[src/hw/module_ctrl_pkg.sv]
// shared constants for the module rate, loss-of-signal and control byte
package module_ctrl_pkg;
  // serial device address 0xa2 as a 7-bit address
  localparam logic [6:0] DIAG_DEV_ADDR = 7'h51;
  // control/status byte offset on that device
  localparam logic [7:0] CTRL_STATUS_OFFSET = 8'h6e;
  // bit positions inside the control/status byte
  localparam int TX_OFF_STATE_BIT = 7;
  localparam int SOFT_TX_OFF_BIT = 6;
  localparam int RATE_STATE_BIT = 4;
  localparam int SOFT_RATE_BIT = 3;
  localparam int TX_FAULT_BIT = 2;
  localparam int RX_LOST_BIT = 1;
  // reset values of the writable soft bits
  localparam logic SOFT_TX_OFF_RESET = 1'b0;
  localparam logic SOFT_RATE_RESET = 1'b0;
  // clock period and the silence window that declares loss of signal
  localparam int CLK_PERIOD_NS = 10;
  localparam int LOS_WINDOW_NS = 2000;
  localparam int LOS_WINDOW_CYCLES = LOS_WINDOW_NS / CLK_PERIOD_NS;
  // serial engine states
  typedef enum logic [2:0] {
    SER_IDLE, SER_RX_BYTE, SER_SEND_ACK, SER_TX_BYTE, SER_GET_ACK
  } serial_state_type;
endpackage : module_ctrl_pkg

[src/hw/module_rate_and_los_control.sv]
// rate select, loss of signal and transmit control with serial byte access
// Overview of operation
// high rate choice selects high-rate optimization
// low or open choice selects low-rate optimization
// byte 110: soft rate bit 3, state bit 4
// effective rate is soft bit OR pin
// signal-lost output low when input adequate
// loss detected from transition activity, fixed threshold
// signal-lost state mirrored at byte 110 bit 1
// unused transmit-off input is tied low by host
// soft transmit-off bit 6 ORed, state bit 7
// laser fault latches until transmit-off toggles
// undefined bits read zero, ignore writes
`timescale 1ns/1ps
`default_nettype none
module module_rate_and_los_control
  import module_ctrl_pkg::*;
#(
  parameter int LOS_CYCLES = LOS_WINDOW_CYCLES // loss window in clocks
) (
  input wire logic clk, // 100 mhz system clock
  input wire logic rst, // async reset, active high
  input wire logic rateSelectPin, // host rate choice pin
  input wire logic txOffPin, // host transmit-off pin
  input wire logic laserFault, // laser fault indication from driver
  input wire logic rxDataLevel, // received data level from receiver
  input wire logic serialClock, // two-wire serial clock from host
  input wire logic serialDataIn, // two-wire serial data, wire level
  output logic serialDataOut, // serial data driven value, always low
  output logic serialDataOe, // high while pulling serial data low
  output logic rateHigh, // high-rate optimization selected
  output logic txShutdown, // transmitter shut down
  output logic txFault, // latched laser fault
  output logic receiveSignalLost // loss of received signal
);
  // two-flop synchronisers for every pin input
  logic [1:0] rateSync, txOffSync, faultSync, rxSync, sclSync, sdaSync;
  logic sclPrev, sdaPrev; // previous synchronised levels
  logic txOffPrev; // previous transmit-off pin level
  logic softRate; // writable soft rate bit
  logic softTxOff; // writable soft transmit-off bit
  logic losFlag; // loss flag from detector
  serial_state_type serState; // serial engine state
  logic [3:0] bitCount; // bits moved in current byte
  logic [7:0] shiftIn; // received bits
  logic [7:0] shiftOut; // bits being sent
  logic [1:0] byteIndex; // 0 device, 1 word address, 2 data
  logic readMode; // current transfer is a read
  logic [7:0] wordAddr; // current byte offset
  logic masterAck; // host acknowledged last read byte
  logic [7:0] readByte; // byte offered at the current offset

  // edge and condition decodes of the serial pins
  wire sclRise = sclSync[1] & ~sclPrev;
  wire sclFall = ~sclSync[1] & sclPrev;
  wire startCond = sclSync[1] & sclPrev & sdaPrev & ~sdaSync[1];
  wire stopCond = sclSync[1] & sclPrev & ~sdaPrev & sdaSync[1];
  wire pinTxOff = txOffSync[1];
  wire effRate = rateSync[1] | softRate;
  wire effTxOff = pinTxOff | softTxOff;

  // compose the readable control/status byte
  function automatic logic [7:0] statusByte(input logic [7:0] addr);
    logic [7:0] b;
    b = 8'h00;
    if (addr == CTRL_STATUS_OFFSET) begin
      b[TX_OFF_STATE_BIT] = effTxOff;
      b[SOFT_TX_OFF_BIT] = softTxOff;
      b[RATE_STATE_BIT] = effRate;
      b[SOFT_RATE_BIT] = softRate;
      b[TX_FAULT_BIT] = txFault;
      b[RX_LOST_BIT] = receiveSignalLost;
    end
    return b;
  endfunction : statusByte

  // byte that the next read slot will send; follows live status
  always_comb begin
    readByte = statusByte(wordAddr);
  end

  // synchronise all pin inputs
  always_ff @(posedge clk or posedge rst) begin
    if (rst) begin
      rateSync <= 2'h0;
      txOffSync <= 2'h3;
      faultSync <= 2'h0;
      rxSync <= 2'h0;
      sclSync <= 2'h3;
      sdaSync <= 2'h3;
    end else begin
      rateSync <= {rateSync[0], rateSelectPin};
      txOffSync <= {txOffSync[0], txOffPin};
      faultSync <= {faultSync[0], laserFault};
      rxSync <= {rxSync[0], rxDataLevel};
      sclSync <= {sclSync[0], serialClock};
      sdaSync <= {sdaSync[0], serialDataIn};
    end
  end

  // previous levels for edge detection
  always_ff @(posedge clk or posedge rst) begin
    if (rst) begin
      sclPrev <= 1'b1;
      sdaPrev <= 1'b1;
      txOffPrev <= 1'b1;
    end else begin
      sclPrev <= sclSync[1];
      sdaPrev <= sdaSync[1];
      txOffPrev <= pinTxOff;
    end
  end

  // loss-of-signal detector
  los_detector #(
    .WINDOW_CYCLES(LOS_CYCLES)
  ) u_los (
    .clk(clk),
    .rst(rst),
    .dataLevel(rxSync[1]),
    .signalLost(losFlag)
  );

  // registered pin outputs
  always_ff @(posedge clk or posedge rst) begin
    if (rst) begin
      rateHigh <= 1'b0;
      txShutdown <= 1'b1;
      receiveSignalLost <= 1'b1;
      serialDataOut <= 1'b0;
    end else begin
      rateHigh <= effRate;
      txShutdown <= effTxOff | txFault;
      receiveSignalLost <= losFlag;
      serialDataOut <= 1'b0;
    end
  end

  // laser fault latch: set wins over the toggle clear
  always_ff @(posedge clk or posedge rst) begin
    if (rst) begin
      txFault <= 1'b0;
    end else if (faultSync[1]) begin
      txFault <= 1'b1;
    end else if (pinTxOff != txOffPrev) begin
      txFault <= 1'b0;
    end
  end

  // soft bits written by a serial data byte at the control offset
  always_ff @(posedge clk or posedge rst) begin
    if (rst) begin
      softRate <= SOFT_RATE_RESET;
      softTxOff <= SOFT_TX_OFF_RESET;
    end else if (serState == SER_RX_BYTE && sclFall && bitCount == 4'h8
                 && byteIndex == 2'h2 && wordAddr == CTRL_STATUS_OFFSET) begin
      softRate <= shiftIn[SOFT_RATE_BIT];
      softTxOff <= shiftIn[SOFT_TX_OFF_BIT];
    end
  end

  // serial engine: device address, word address, data bytes
  always_ff @(posedge clk or posedge rst) begin
    if (rst) begin
      serState <= SER_IDLE;
      bitCount <= 4'h0;
      shiftIn <= 8'h00;
      shiftOut <= 8'h00;
      byteIndex <= 2'h0;
      readMode <= 1'b0;
      wordAddr <= 8'h00;
      masterAck <= 1'b0;
      serialDataOe <= 1'b0;
    end else if (stopCond) begin
      serState <= SER_IDLE; // stop ends any transfer
      serialDataOe <= 1'b0;
    end else if (startCond) begin
      serState <= SER_RX_BYTE; // start or repeated start
      bitCount <= 4'h0;
      byteIndex <= 2'h0;
      serialDataOe <= 1'b0;
    end else begin
      case (serState)
        SER_IDLE: begin
          serialDataOe <= 1'b0;
        end
        SER_RX_BYTE: begin
          if (sclRise && bitCount != 4'h8) begin
            shiftIn <= {shiftIn[6:0], sdaSync[1]};
            bitCount <= bitCount + 4'h1;
          end else if (sclFall && bitCount == 4'h8) begin
            serState <= SER_SEND_ACK;
            serialDataOe <= 1'b1; // acknowledge by default
            if (byteIndex == 2'h0) begin
              if (shiftIn[7:1] == DIAG_DEV_ADDR) begin
                readMode <= shiftIn[0];
                byteIndex <= 2'h1;
              end else begin
                serState <= SER_IDLE; // not our address
                serialDataOe <= 1'b0;
              end
            end else if (byteIndex == 2'h1) begin
              wordAddr <= shiftIn; // set byte offset
              byteIndex <= 2'h2;
            end else begin
              wordAddr <= wordAddr + 8'h01; // advance after write
            end
          end
        end
        SER_SEND_ACK: begin
          if (sclFall) begin
            bitCount <= 4'h0;
            if (readMode) begin
              serState <= SER_TX_BYTE;
              shiftOut <= readByte;
              serialDataOe <= ~readByte[7];
              wordAddr <= wordAddr + 8'h01;
            end else begin
              serState <= SER_RX_BYTE;
              serialDataOe <= 1'b0;
            end
          end
        end
        SER_TX_BYTE: begin
          if (sclRise) begin
            bitCount <= bitCount + 4'h1;
          end else if (sclFall) begin
            if (bitCount == 4'h8) begin
              serState <= SER_GET_ACK; // release for host ack
              serialDataOe <= 1'b0;
            end else begin
              shiftOut <= {shiftOut[6:0], 1'b0};
              serialDataOe <= ~shiftOut[6];
            end
          end
        end
        SER_GET_ACK: begin
          if (sclRise) begin
            masterAck <= ~sdaSync[1];
          end else if (sclFall) begin
            if (masterAck) begin
              serState <= SER_TX_BYTE;
              bitCount <= 4'h0;
              shiftOut <= readByte;
              serialDataOe <= ~readByte[7];
              wordAddr <= wordAddr + 8'h01;
            end else begin
              serState <= SER_IDLE; // host ended the read
              serialDataOe <= 1'b0;
            end
          end
        end
        default: begin
          serState <= SER_IDLE;
          serialDataOe <= 1'b0;
        end
      endcase
    end
  end
endmodule : module_rate_and_los_control
`default_nettype wire

[src/hw/los_detector.sv]
// transition-activity detector that flags loss of received signal
`timescale 1ns/1ps
`default_nettype none
module los_detector
  import module_ctrl_pkg::*;
#(
  parameter int WINDOW_CYCLES = LOS_WINDOW_CYCLES // silence before loss
) (
  input wire logic clk, // system clock
  input wire logic rst, // async reset, active high
  input wire logic dataLevel, // synchronised receive data level
  output logic signalLost // high after a full window without transitions
);
  localparam int CW = $clog2(WINDOW_CYCLES + 1);
  localparam logic [CW-1:0] WINDOW_LAST = CW'(WINDOW_CYCLES - 1);

  logic prevLevel; // last sampled level
  logic [CW-1:0] quietCount; // cycles since last transition

  // remember previous level for edge finding
  always_ff @(posedge clk or posedge rst) begin
    if (rst) begin
      prevLevel <= 1'b0;
    end else begin
      prevLevel <= dataLevel;
    end
  end

  // count quiet cycles; any transition restarts the window
  always_ff @(posedge clk or posedge rst) begin
    if (rst) begin
      quietCount <= '0;
    end else if (dataLevel != prevLevel) begin
      quietCount <= '0;
    end else if (quietCount != WINDOW_LAST) begin
      quietCount <= quietCount + 1'b1;
    end
  end

  // fixed threshold: loss only after a full silent window
  always_ff @(posedge clk or posedge rst) begin
    if (rst) begin
      signalLost <= 1'b1;
    end else if (dataLevel != prevLevel) begin
      signalLost <= 1'b0;
    end else if (quietCount == WINDOW_LAST) begin
      signalLost <= 1'b1;
    end
  end
endmodule : los_detector
`default_nettype wire

[config.mk]
export PLATFORM = sky130hd
export DESIGN_NAME = module_rate_and_los_control
export DESIGN_NICKNAME = d
export VERILOG_FILES = /design/src/hw/module_ctrl_pkg.sv /design/src/hw/module_rate_and_los_control.sv /design/src/hw/los_detector.sv
export SDC_FILE = /design/constraint.sdc
export NUM_CORES = 1
export LEC_CHECK = 0
export BUFFER_PORTS_ARGS = -buffer_cell sky130_fd_sc_hd__buf_2
export CAP_MARGIN = 10
export CORE_MARGIN = 5
export CORE_UTILIZATION = 40
export CTS_CLUSTER_DIAMETER = 80
export DETAILED_ROUTE_END_ITERATION = 8
export GPL_TIMING_DRIVEN = 0
export HOLD_SLACK_MARGIN = 0.03
export SKIP_LAST_GASP = 1
export SYNTH_ARGS = -nofsm -noshare
export SYNTH_HDL_FRONTEND = slang
export SYNTH_HIERARCHICAL = 1
export SYNTH_SLANG_ARGS = --single-unit
[constraint.sdc]
create_clock -name clk -period 2.2 [get_ports clk]
set_input_delay 0.11 -clock clk [delete_from_list [all_inputs] [get_ports clk]]
set_output_delay 0.11 -clock clk [all_outputs]
set_load 0.02 [all_outputs]
==> flow_summary.yaml, run 1 <==
final_layout:
  final_cell_mix: "dfrtp_1, o21ai_0, nand2_1, nor2_1"
  final_common_cell: "dfrtp_1"
  fillers: 740
  antenna_cells: 0
  syn_to_final_growth_pct: 20.0
  drive_above_1_share_pct: 29.2
  final_area_sq_um: 3860
  final_nets: 361
run_status:
  violations: "negative setup slack"
  outcome: "complete, but fails checks"
route:
  drt_first_iter_violations: 167
  wl_um: 6660
  post_drt_wl_per_cell_um: 14.6
  via_count: 2478
  vias_per_cell: 5.45
  first_pass_iters: 4
  detail-route-antenna-nets: 0
  drc: 0
timing:
  fin_crit_sh_pct: 101
  rsz0062_at_grt: "true"
  clock.fmax_mhz: 449
  holdWs_ns: 0.270
  setup_ws_ns: -0.0253
  finalCriticalPeriod_ns: 2.23
  finalSetupViolations: 2
  finalHoldViolCount: 0
  final.setup_skew_ns: 0.00813
  slew_violations: 0
grt:
  grt_start_max_net_pins: 43
  grtUsageTotal_pct: 14.3
  antenna_found_initial: 0
  grt_pass1_wl_um: 11400
  grt_overflow_total: 0
  grt_pass1_vias: 2336
floorplanning:
  ios: 14
  dieArea_sq_um: 9950
  placementRows: 32
  core-area_sq_um: 7770
  die_h_um: 99.7
  die_width_um: 99.7
  initial_utilization_pct: 41.5
synthesis:
  synthCells: 307
  avgSynthCellArea_sq_um: 10.5
  ys_seq_area_share_pct: 51.0
  ys_warn_count: 6
  yosysUniqueCellTypes: 60
  ys_async_sr_fraction_pct: 100
  synth-main-ff-cell: "dfrtp_1"
  synth_seq_cells: 65
  mappedNetlistArea_sq_um: 3220
  synth_edf_count: 0
  synth_nets: 320
power:
  power_leakage_nw: 1.68
  swShare_pct: 23.7
  p_per_area_nw_per_um2: 675
  switchingPower_mw: 0.619
  clkPwrFrac_pct: 42.7
  peakVddDrop_v: 0.000691
  power_frac_comb_pct: 8.0
  intPower_mw: 1.99
  power_frac_seq_pct: 49.3
clocking:
  h-tree-depth: 3
  cts_tree: "done"
  cts_root_buffer: "clkbuf_8"
  cts.path.max_buffers: 2
  insertion_delay_ns: 0.34
  clk_pin_slew_ns: 0.07
  cts_buffers: 9
  clock-sinks: 65
critical_path:
  slowest_stage: "or4_4"
  cp.arrival_ns: 2.44
  critical_path.cell_chain: "buf_6, or3b_4, or4_4, a221oi_4, mux2_4"
  worstPathRequired_ns: 2.42
  max_stage_delay_ns: 0.44
  start_kind: "register"
  timing_worst_setup_path_type: "register to register"
  crit_fanout: 6
  worstSetupEndpointType: "register"
place:
  place_area_sq_um: 3430
  gp_congestion: 0.931
  place_hpwl_um: 4610
  placement.io_buffers: 12
job:
  cap_violations: 0
min_path:
  hold_class: "input pin to asynchronous set/reset pin"
## sequential cells by signal, summed over array words and instances (netlist names), 2 cells and up
register,cells
byteIndex,2
txOffSync,2
serState,3
sclSync,2
shiftIn,8
rateSync,2
rxSync,2
faultSync,2
wordAddr,8
shiftOut,6
u_los/quietCount,8
sdaSync,2
bitCount,4
## worst paths after layout
check | startpoint | endpoint | slack (ns) | cells past startpoint
setup / recovery | serState[2]$_DFFE_PP0P_ | wordAddr[1]$_DFFE_PP0P_ | -0.03 | 5
hold / removal | rst | rxSync[1]$_DFF_PP0_ | 0.27 | 3
min in group clk | faultSync[0]$_DFF_PP0_ | faultSync[1]$_DFF_PP0_ | 0.35 | 0
setup reg to reg | serState[2]$_DFFE_PP0P_ | wordAddr[1]$_DFFE_PP0P_ | -0.03 | 5
max in group asynchronous | rst | sdaSync[1]$_DFF_PP1_ | 1.35 | 4
hold reg to reg | faultSync[0]$_DFF_PP0_ | faultSync[1]$_DFF_PP0_ | 0.35 | 0
## logic make-up (layout without fill, tap and decap cells)
kind of cell / count (synthesis) / after routing / share of synthesized area (%)
buffers and inverters: 24 / 70 / 3.61
other: 1 / 1 / 0.116
flip-flops: 65 / 65 / 51.0
multiplexers: 21 / 21 / 7.15
AO/OA/AOI/OAI: 72 / 72 / 14.6
XOR/XNOR: 7 / 7 / 1.90
AND/OR/NAND/NOR: 112 / 112 / 19.7
adder cells (fa/ha/maj): 5 / 5 / 1.94
## power by group through the flow
stage	clock (mW)	sequential, mW	combinational (mW)
floorplan	0	1.30	0.120
global placement	0	1.31	0.160
detailed placement	0	1.31	0.169
CTS	1.15	1.29	0.180
global route	1.21	1.30	0.238
finish	1.11	1.29	0.208
## critical path: cells and delay by family (launching register included)
kind	cells	cell delay, ns
AOI/OAI and AO/OA	1	0.42
muxes	1	0.33
and+or+nand+nor	2	0.85
DFF	1	0.37
buffers and inverters	1	0.13
## per-stage QoR
step                      worst slack [ns]  power, mW  std cells  util, %  TNS (ns)
after floorplan                     0.0449       1.42        307        -         0
after global placement              -0.376       1.47        421     43.9     -2.18
after global routing               -0.0876       2.74        455     49.7    -0.596
after CTS                         -0.00499       2.62        447     48.3  -0.00938
after detailed placement            -0.436       1.48        422     44.2     -2.89
final                              -0.0253       2.61        455     49.7   -0.0287
## layer usage
layer	up-vias	share of wire, %	wire length, um	track usage, %
met5	-	0	0	0
met4	0	1.6	104	5.67
met3	10	4.7	316	3.44
met2	74	48	3220	22.6
met1	1192	45	3010	19.0
li1	1202	-	-	-
## Yosys cell counts (all sizes together) (3+ instances only)
| master | instances | share of area, % |
|---|---|---|
| buf | 6 | 1.5 |
| inv | 11 | 1.3 |
| mux2 | 16 | 5.6 |
| xnor2 | 4 | 1.1 |
| nand4 | 3 | 0.58 |
| dfstp | 12 | 9.8 |
| nor3b | 4 | 1.1 |
| ha | 5 | 1.9 |
| or4 | 3 | 0.82 |
| mux2i | 5 | 1.6 |
| nor2 | 20 | 2.4 |
| dfrtp | 53 | 41 |
| nand2 | 22 | 2.6 |
| a22o | 4 | 1.1 |
| clkbuf | 7 | 0.85 |
| nor3 | 5 | 0.78 |
| o21ai | 23 | 3.6 |
| or3 | 6 | 1.2 |
| or3b | 3 | 0.89 |
| xor2 | 3 | 0.82 |
| nand4b | 3 | 0.82 |
| o22ai | 5 | 0.97 |
| nor2b | 4 | 0.78 |
| a21oi | 21 | 3.5 |
| nand3 | 16 | 2.5 |
| nand2b | 7 | 1.4 |
| nand3b | 4 | 0.93 |
## what timing repair did
| item | in CTS | in global routing |
|---|---|---|
| hold buffers | 7 | 0 |
| hold endpoints to repair | 28 | 0 |
| gates resized for setup | 4 | 19 |
| setup endpoints to repair | 14 | 18 |
| setup buffers | 3 | 7 |
| gates cloned | 0 | 1 |
| pin swaps | 2 | 2 |
## cell type report
| class | instances | area (sq um) | share of cell area [%] |
|---|---|---|---|
| inverters | 11 | 41.3 | 1.07 |
| repair buffers | 31 | 236 | 6.12 |
| clock inverters | 6 | 92.6 | 2.40 |
| clock buffers | 10 | 128 | 3.30 |
| plain buffers | 12 | 73.8 | 1.91 |
| well taps | 102 | 128 | 3.30 |
| multi-input cells | 218 | 1520 | 39.4 |
| flip-flops and latches | 65 | 1640 | 42.5 |
Power figures use the tool's default switching activity.
==> run 2: changes to the inputs <==
CORE_UTILIZATION = 25   (was 40)
TNS_END_PERCENT = 50   (was not set)
==> run 2 against run 1 <==
  * The flow now finishes without violations
  * Critical path type unchanged
  * Count of clock-buffer cells in the layout is the same
  * Critical path depth rose by 2
  * Global-route usage shrank 4.7 points
  * Sequential power about the same
  * Flip-flop and latch count unchanged
  * Highest routed layer unchanged
==> flow_summary.yaml, run 2 (synthesis gave the netlist of run 1 again) <==
run_status:
  outcome: "finished, final reports clean"
critical_path:
  cp.buffers_inverters: 2
  critical_path.cell_chain: "inv_1, ha_2, nand3b_1, or4_4, a221oi_4, buf_6, mux2_4"
  cp.arrival_ns: 2.40
  worstPathRequired_ns: 2.42
  slowest_stage: "or4_4"
  cp_top_family: "simple AND/OR/NAND/NOR gates"
  crit_fanout: 4
  start_kind: "register"
  max_stage_delay_ns: 0.57
  timing_worst_setup_path_type: "register to register"
  worstSetupEndpointType: "register"
timing:
  slew_headroom_pct: 63.1
  clock.fmax_mhz: 457
  slew_violations: 0
  holdWs_ns: 0.301
  final.setup_skew_ns: 0.00694
  fin_crit_sh_pct: 99.4
  tightestPinTransition_ns: 0.553
  finalCriticalPeriod_ns: 2.19
  finalHoldViolCount: 0
  finalSetupViolations: 0
  rsz0062_at_grt: "true"
route:
  post_drt_wl_per_cell_um: 12.9
  via_count: 2462
  drc: 0
  drt_first_iter_violations: 123
  vias_per_cell: 4.72
  first_pass_iters: 4
  detail-route-antenna-nets: 0
  wl_um: 6730
job:
  cap_violations: 0
clocking:
  cts_tree: "done"
  insertion_delay_ns: 0.34
  cts_buffers: 9
  h-tree-depth: 3
  clock-sinks: 65
  clk_pin_slew_ns: 0.06
  cts.path.max_buffers: 2
  cts_root_buffer: "clkbuf_16"
grt:
  grt_pass1_wl_um: 11700
  grtUsageTotal_pct: 9.57
  grt_pass1_vias: 2489
  grt_start_max_net_pins: 30
  grt_overflow_total: 0
  antenna_found_initial: 0
floorplanning:
  initial_utilization_pct: 25.5
  die_h_um: 124
  ios: 14
  dieArea_sq_um: 15300
  die_width_um: 124
  core-area_sq_um: 12600
  placementRows: 41
final_layout:
  drive_above_1_share_pct: 26.9
  final_cell_mix: "dfrtp_1, o21ai_0, nand2_1, nor2_1"
  syn_to_final_growth_pct: 24.3
  antenna_cells: 0
  reg_top3: "shiftIn x8, u_los/quietCount x8, wordAddr x8"
  final_nets: 358
  final_cells: 522
  final_common_cell: "dfrtp_1"
power:
  power_leakage_nw: 1.71
  p_per_area_nw_per_um2: 731
  peakVddDrop_v: 0.000656
place:
  dp_cells: 492
  placement.io_buffers: 12
  gp_congestion: 0.896
  place_hpwl_um: 4700
min_path:
  hold_class: "input pin to asynchronous set/reset pin"
run 2: cell types whose count changed in the layout (fill, tap and decap cells not counted), sizes merged:
cell / change
buf: -3
clkinv: +2
bufinv: -1
inv: -1
run 2: worst min-delay path, delay by kind of cell:
family / cells / cell delay (ns)
buf+inv: 3 / 0.94
run 2: final cells by class:
| cell class | instances | area [sq um] |
|---|---|---|
| Fill cell | 1294 | 8620 |
| Sequential cell | 65 | 1640 |
| Multi-Input combinational cell | 218 | 1500 |
| Clock buffer | 10 | 239 |
| Timing Repair Buffer | 28 | 226 |
| Tap cell | 172 | 215 |
| Buffer | 12 | 73.8 |
| Clock inverter | 6 | 67.6 |
| Inverter | 11 | 41.3 |
run 2: timing repair:
item,CTS,global route
resized for setup,4,10
setup endpoints to repair,14,18
setup buffers,6,2
endpoints found under the hold margin,33,0
pin swaps,2,0
hold buffers,7,0
run 2: metrics by stage:
| step | power (mW) | util (%) | instance area [sq um] | TNS, ns | setup WS, ns |
|---|---|---|---|---|---|
| 2_1_floorplan | 1.42 | - | 3220 | 0 | 0.0449 |
| 3_3_place_gp | 1.47 | 27.7 | 3500 | -1.99 | -0.317 |
| 3_5_place_dp | 1.48 | 27.9 | 3520 | -2.34 | -0.347 |
| 4_1_cts | 2.95 | 31.5 | 3970 | -0.112 | -0.0428 |
| 5_1_grt | 3.05 | 31.7 | 4000 | -0.846 | -0.105 |
| 6_report | 2.93 | 31.7 | 4000 | 0 | 0.0125 |
run 2: layer usage:
metal  vias to the layer above  wire length, um  GRT usage [%]
met5                         -                0              0
met4                         0              129           4.64
met3                        10              227           1.83
met2                        45             3250           15.8
met1                      1216             3120           12.0
li1                       1191                -              -
run 2: where the power goes:
part	switching [mW]	internal, mW
sequential	0.0359	1.25
clock	0.536	0.908
combinational	0.111	0.0858
run 2: final timing paths:
| kind | startpoint | endpoint | slack, ns | cells past startpoint |
|---|---|---|---|---|
| hold / removal | rst | u_los/quietCount[5]$_DFFE_PP0P_ | 0.30 | 3 |
| setup reg to reg | bitCount[1]$_DFFE_PP0P_ | wordAddr[1]$_DFFE_PP0P_ | 0.01 | 7 |
| max in group asynchronous | rst | sdaPrev$_DFF_PP1_ | 1.21 | 4 |
| hold reg to reg | rateSync[0]$_DFF_PP0_ | rateSync[1]$_DFF_PP0_ | 0.35 | 0 |
| min in group clk | rateSync[0]$_DFF_PP0_ | rateSync[1]$_DFF_PP0_ | 0.35 | 0 |
| setup / recovery | bitCount[1]$_DFFE_PP0P_ | wordAddr[1]$_DFFE_PP0P_ | 0.01 | 7 |
==> run 3: changes to the inputs <==
CORE_UTILIZATION = 48   (was 25)
clock period = 2.6 ns   (was 2.2 ns; I/O delays follow)
==> run 3 against run 2 <==
  * Die area shrank 45%
  * Hold slack gained 0.029 ns
  * Clock skew grew 0.0023 ns
  * Non-clock buffer count shrank 7
  * Power shrank 29%
  * Cell count shrank 20%
  * Combinational power shrank 24%
  * Critical endpoint unchanged
  * Largest cell class unchanged
==> flow_summary.yaml, run 3 (synthesis gave the netlist of run 1 again) <==
run_status:
  outcome: "finished, final reports clean"
timing:
  tightestPinTransition_ns: 0.614
  final.setup_skew_ns: 0.00929
  clock.fmax_mhz: 417
  slew_violations: 0
  slew_headroom_pct: 59.0
  finalCriticalPeriod_ns: 2.40
  fin_crit_sh_pct: 92.3
  finalSetupViolations: 0
  setup_ws_ns: 0.200
  finalHoldViolCount: 0
  holdWs_ns: 0.329
  setup_tns_ns: 0
  rsz0062_at_grt: "false"
clocking:
  insertion_delay_ns: 0.34
  clk_pin_slew_ns: 0.08
  cts_root_buffer: "clkbuf_8"
  cts_tree: "done"
  cts.path.max_buffers: 2
  cts_buffers: 9
  clock-sinks: 65
  h-tree-depth: 3
critical_path:
  worstSetupEndpointType: "register"
  slowest_stage: "or4_4"
  max_stage_delay_ns: 0.55
  r2r_end: "wordAddr[1]$_DFFE_PP0P_"
  cp.arrival_ns: 2.63
  crit_fanout: 9
  crit_end: "wordAddr[1]$_DFFE_PP0P_"
  worstPathRequired_ns: 2.83
  critical_path.cell_chain: "buf_6, or3b_4, or4_4, a221oi_4, mux2_2"
  start_kind: "register"
  r2r_slack_ns: 0.20
  cp-startpoint: "serState[2]$_DFFE_PP0P_"
  cp_top_family: "simple AND/OR/NAND/NOR gates"
  cp.buffers_inverters: 1
  timing.rr.start: "serState[2]$_DFFE_PP0P_"
  timing_worst_setup_path_type: "register to register"
  r2r_cells: 5
  worst-path-stages: 5
route:
  via_count: 2389
  drt_first_iter_violations: 162
  detail-route-antenna-nets: 0
  post_drt_wl_per_cell_um: 15.2
  first_pass_iters: 4
  vias_per_cell: 5.69
  drc: 0
  wl_um: 6390
power:
  power_leakage_nw: 1.61
  peakVddDrop_v: 0.000432
  p_per_area_nw_per_um2: 569
final_layout:
  final_cell_mix: "dfrtp_1, o21ai_0, nand2_1, nor2_1, a21oi_1"
  final_common_cell: "dfrtp_1"
  fillers: 561
  drive_above_1_share_pct: 22.4
  final_nets: 351
  antenna_cells: 0
  syn_to_final_growth_pct: 13.9
  reg_top3: "shiftIn x8, u_los/quietCount x8, wordAddr x8"
place:
  gp_congestion: 0.857
  placement.io_buffers: 12
  place_ws_ns: -0.0299
  place_hpwl_um: 4450
grt:
  grt_start_max_net_pins: 30
  antenna_found_initial: 0
  grtUsageTotal_pct: 16.5
  grt_pass1_wl_um: 11200
  grt_overflow_total: 0
  grt_pass1_vias: 2312
floorplanning:
  ios: 14
  die_h_um: 91.9
  die_width_um: 91.9
  core-area_sq_um: 6420
  dieArea_sq_um: 8450
  placementRows: 29
  initial_utilization_pct: 50.1
job:
  cap_violations: 0
min_path:
  hold_class: "input pin to asynchronous set/reset pin"
-- run 3: changes by cell type in the layout (fill, tap and decap cells not counted), moves of 2 or more --
cell | previous run | this run
clkbuf_16 | 9 | 0
clkbuf_8 | 1 | 9
a21oi_1 | 16 | 19
clkbuf_2 | 3 | 1
a21oi_2 | 5 | 2
buf_4 | 8 | 2
clkbuf_1 | 3 | 7
-- run 3: worst min-delay path: stages --
cell and delay [ns]:
dlygate4sd3_1 0.53, buf_2 0.13, inv_1 0.30
-- run 3: worst min-delay path by stage --
stage,start,slack (ns),endpoint
after detailed placement,rst,0.15,u_los/quietCount[0]$_DFFE_PP0P_
after global placement,rst,0.14,u_los/quietCount[1]$_DFFE_PP0P_
after global routing,rateSync[0]$_DFF_PP0_,0.36,rateSync[1]$_DFF_PP0_
after CTS,rst,0.32,u_los/quietCount[1]$_DFFE_PP0P_
after floorplan,rst,-0.03,u_los/prevLevel$_DFF_PP0_
final,rst,0.33,u_los/quietCount[1]$_DFFE_PP0P_
-- run 3: per-layer routing --
layer	part of all wire, %	wire [um]	global-route usage (%)
met1	48	3090	23.4
met2	45	2870	24.8
met3	5.1	325	3.52
met4	1.7	106	6.68
met5	0	0	0
-- run 3: area by class of cell --
cell class / count / area [sq um] / share of cell area (%)
repair buffers: 20 / 150 / 4.09
clock buffers: 10 / 128 / 3.48
well taps: 77 / 96.3 / 2.63
inverters: 11 / 41.3 / 1.13
flip-flops and latches: 65 / 1640 / 44.7
plain buffers: 13 / 75.1 / 2.05
multi-input cells: 218 / 1470 / 40.0
clock inverters: 6 / 68.8 / 1.88
-- run 3: where the power goes --
group / leakage (nW) / internal (mW) / switching, mW
clock: 0.0964 / 0.446 / 0.404
sequential: 0.840 / 1.06 / 0.0329
combinational: 0.670 / 0.0632 / 0.0862
-- run 3: stage by stage --
| stage | power (mW) | area [sq um] | utilization [%] | instances |
|---|---|---|---|---|
| final | 2.09 | 3670 | 57.1 | 420 |
| after global routing | 2.19 | 3670 | 57.1 | 420 |
| after CTS | 2.12 | 3670 | 57.1 | 420 |
| after detailed placement | 1.25 | 3400 | 52.9 | 397 |
| after global placement | 1.24 | 3380 | 52.6 | 396 |
| after floorplan | 1.20 | 3220 | - | 307 |
-- run 3: repair_timing --
action / CTS / global route
resized for setup: 1 / 0
hold buffers: 7 / 0
endpoints found under the setup margin: 1 / 0
hold endpoints to repair: 35 / 0
buffers inserted: 0 / 0
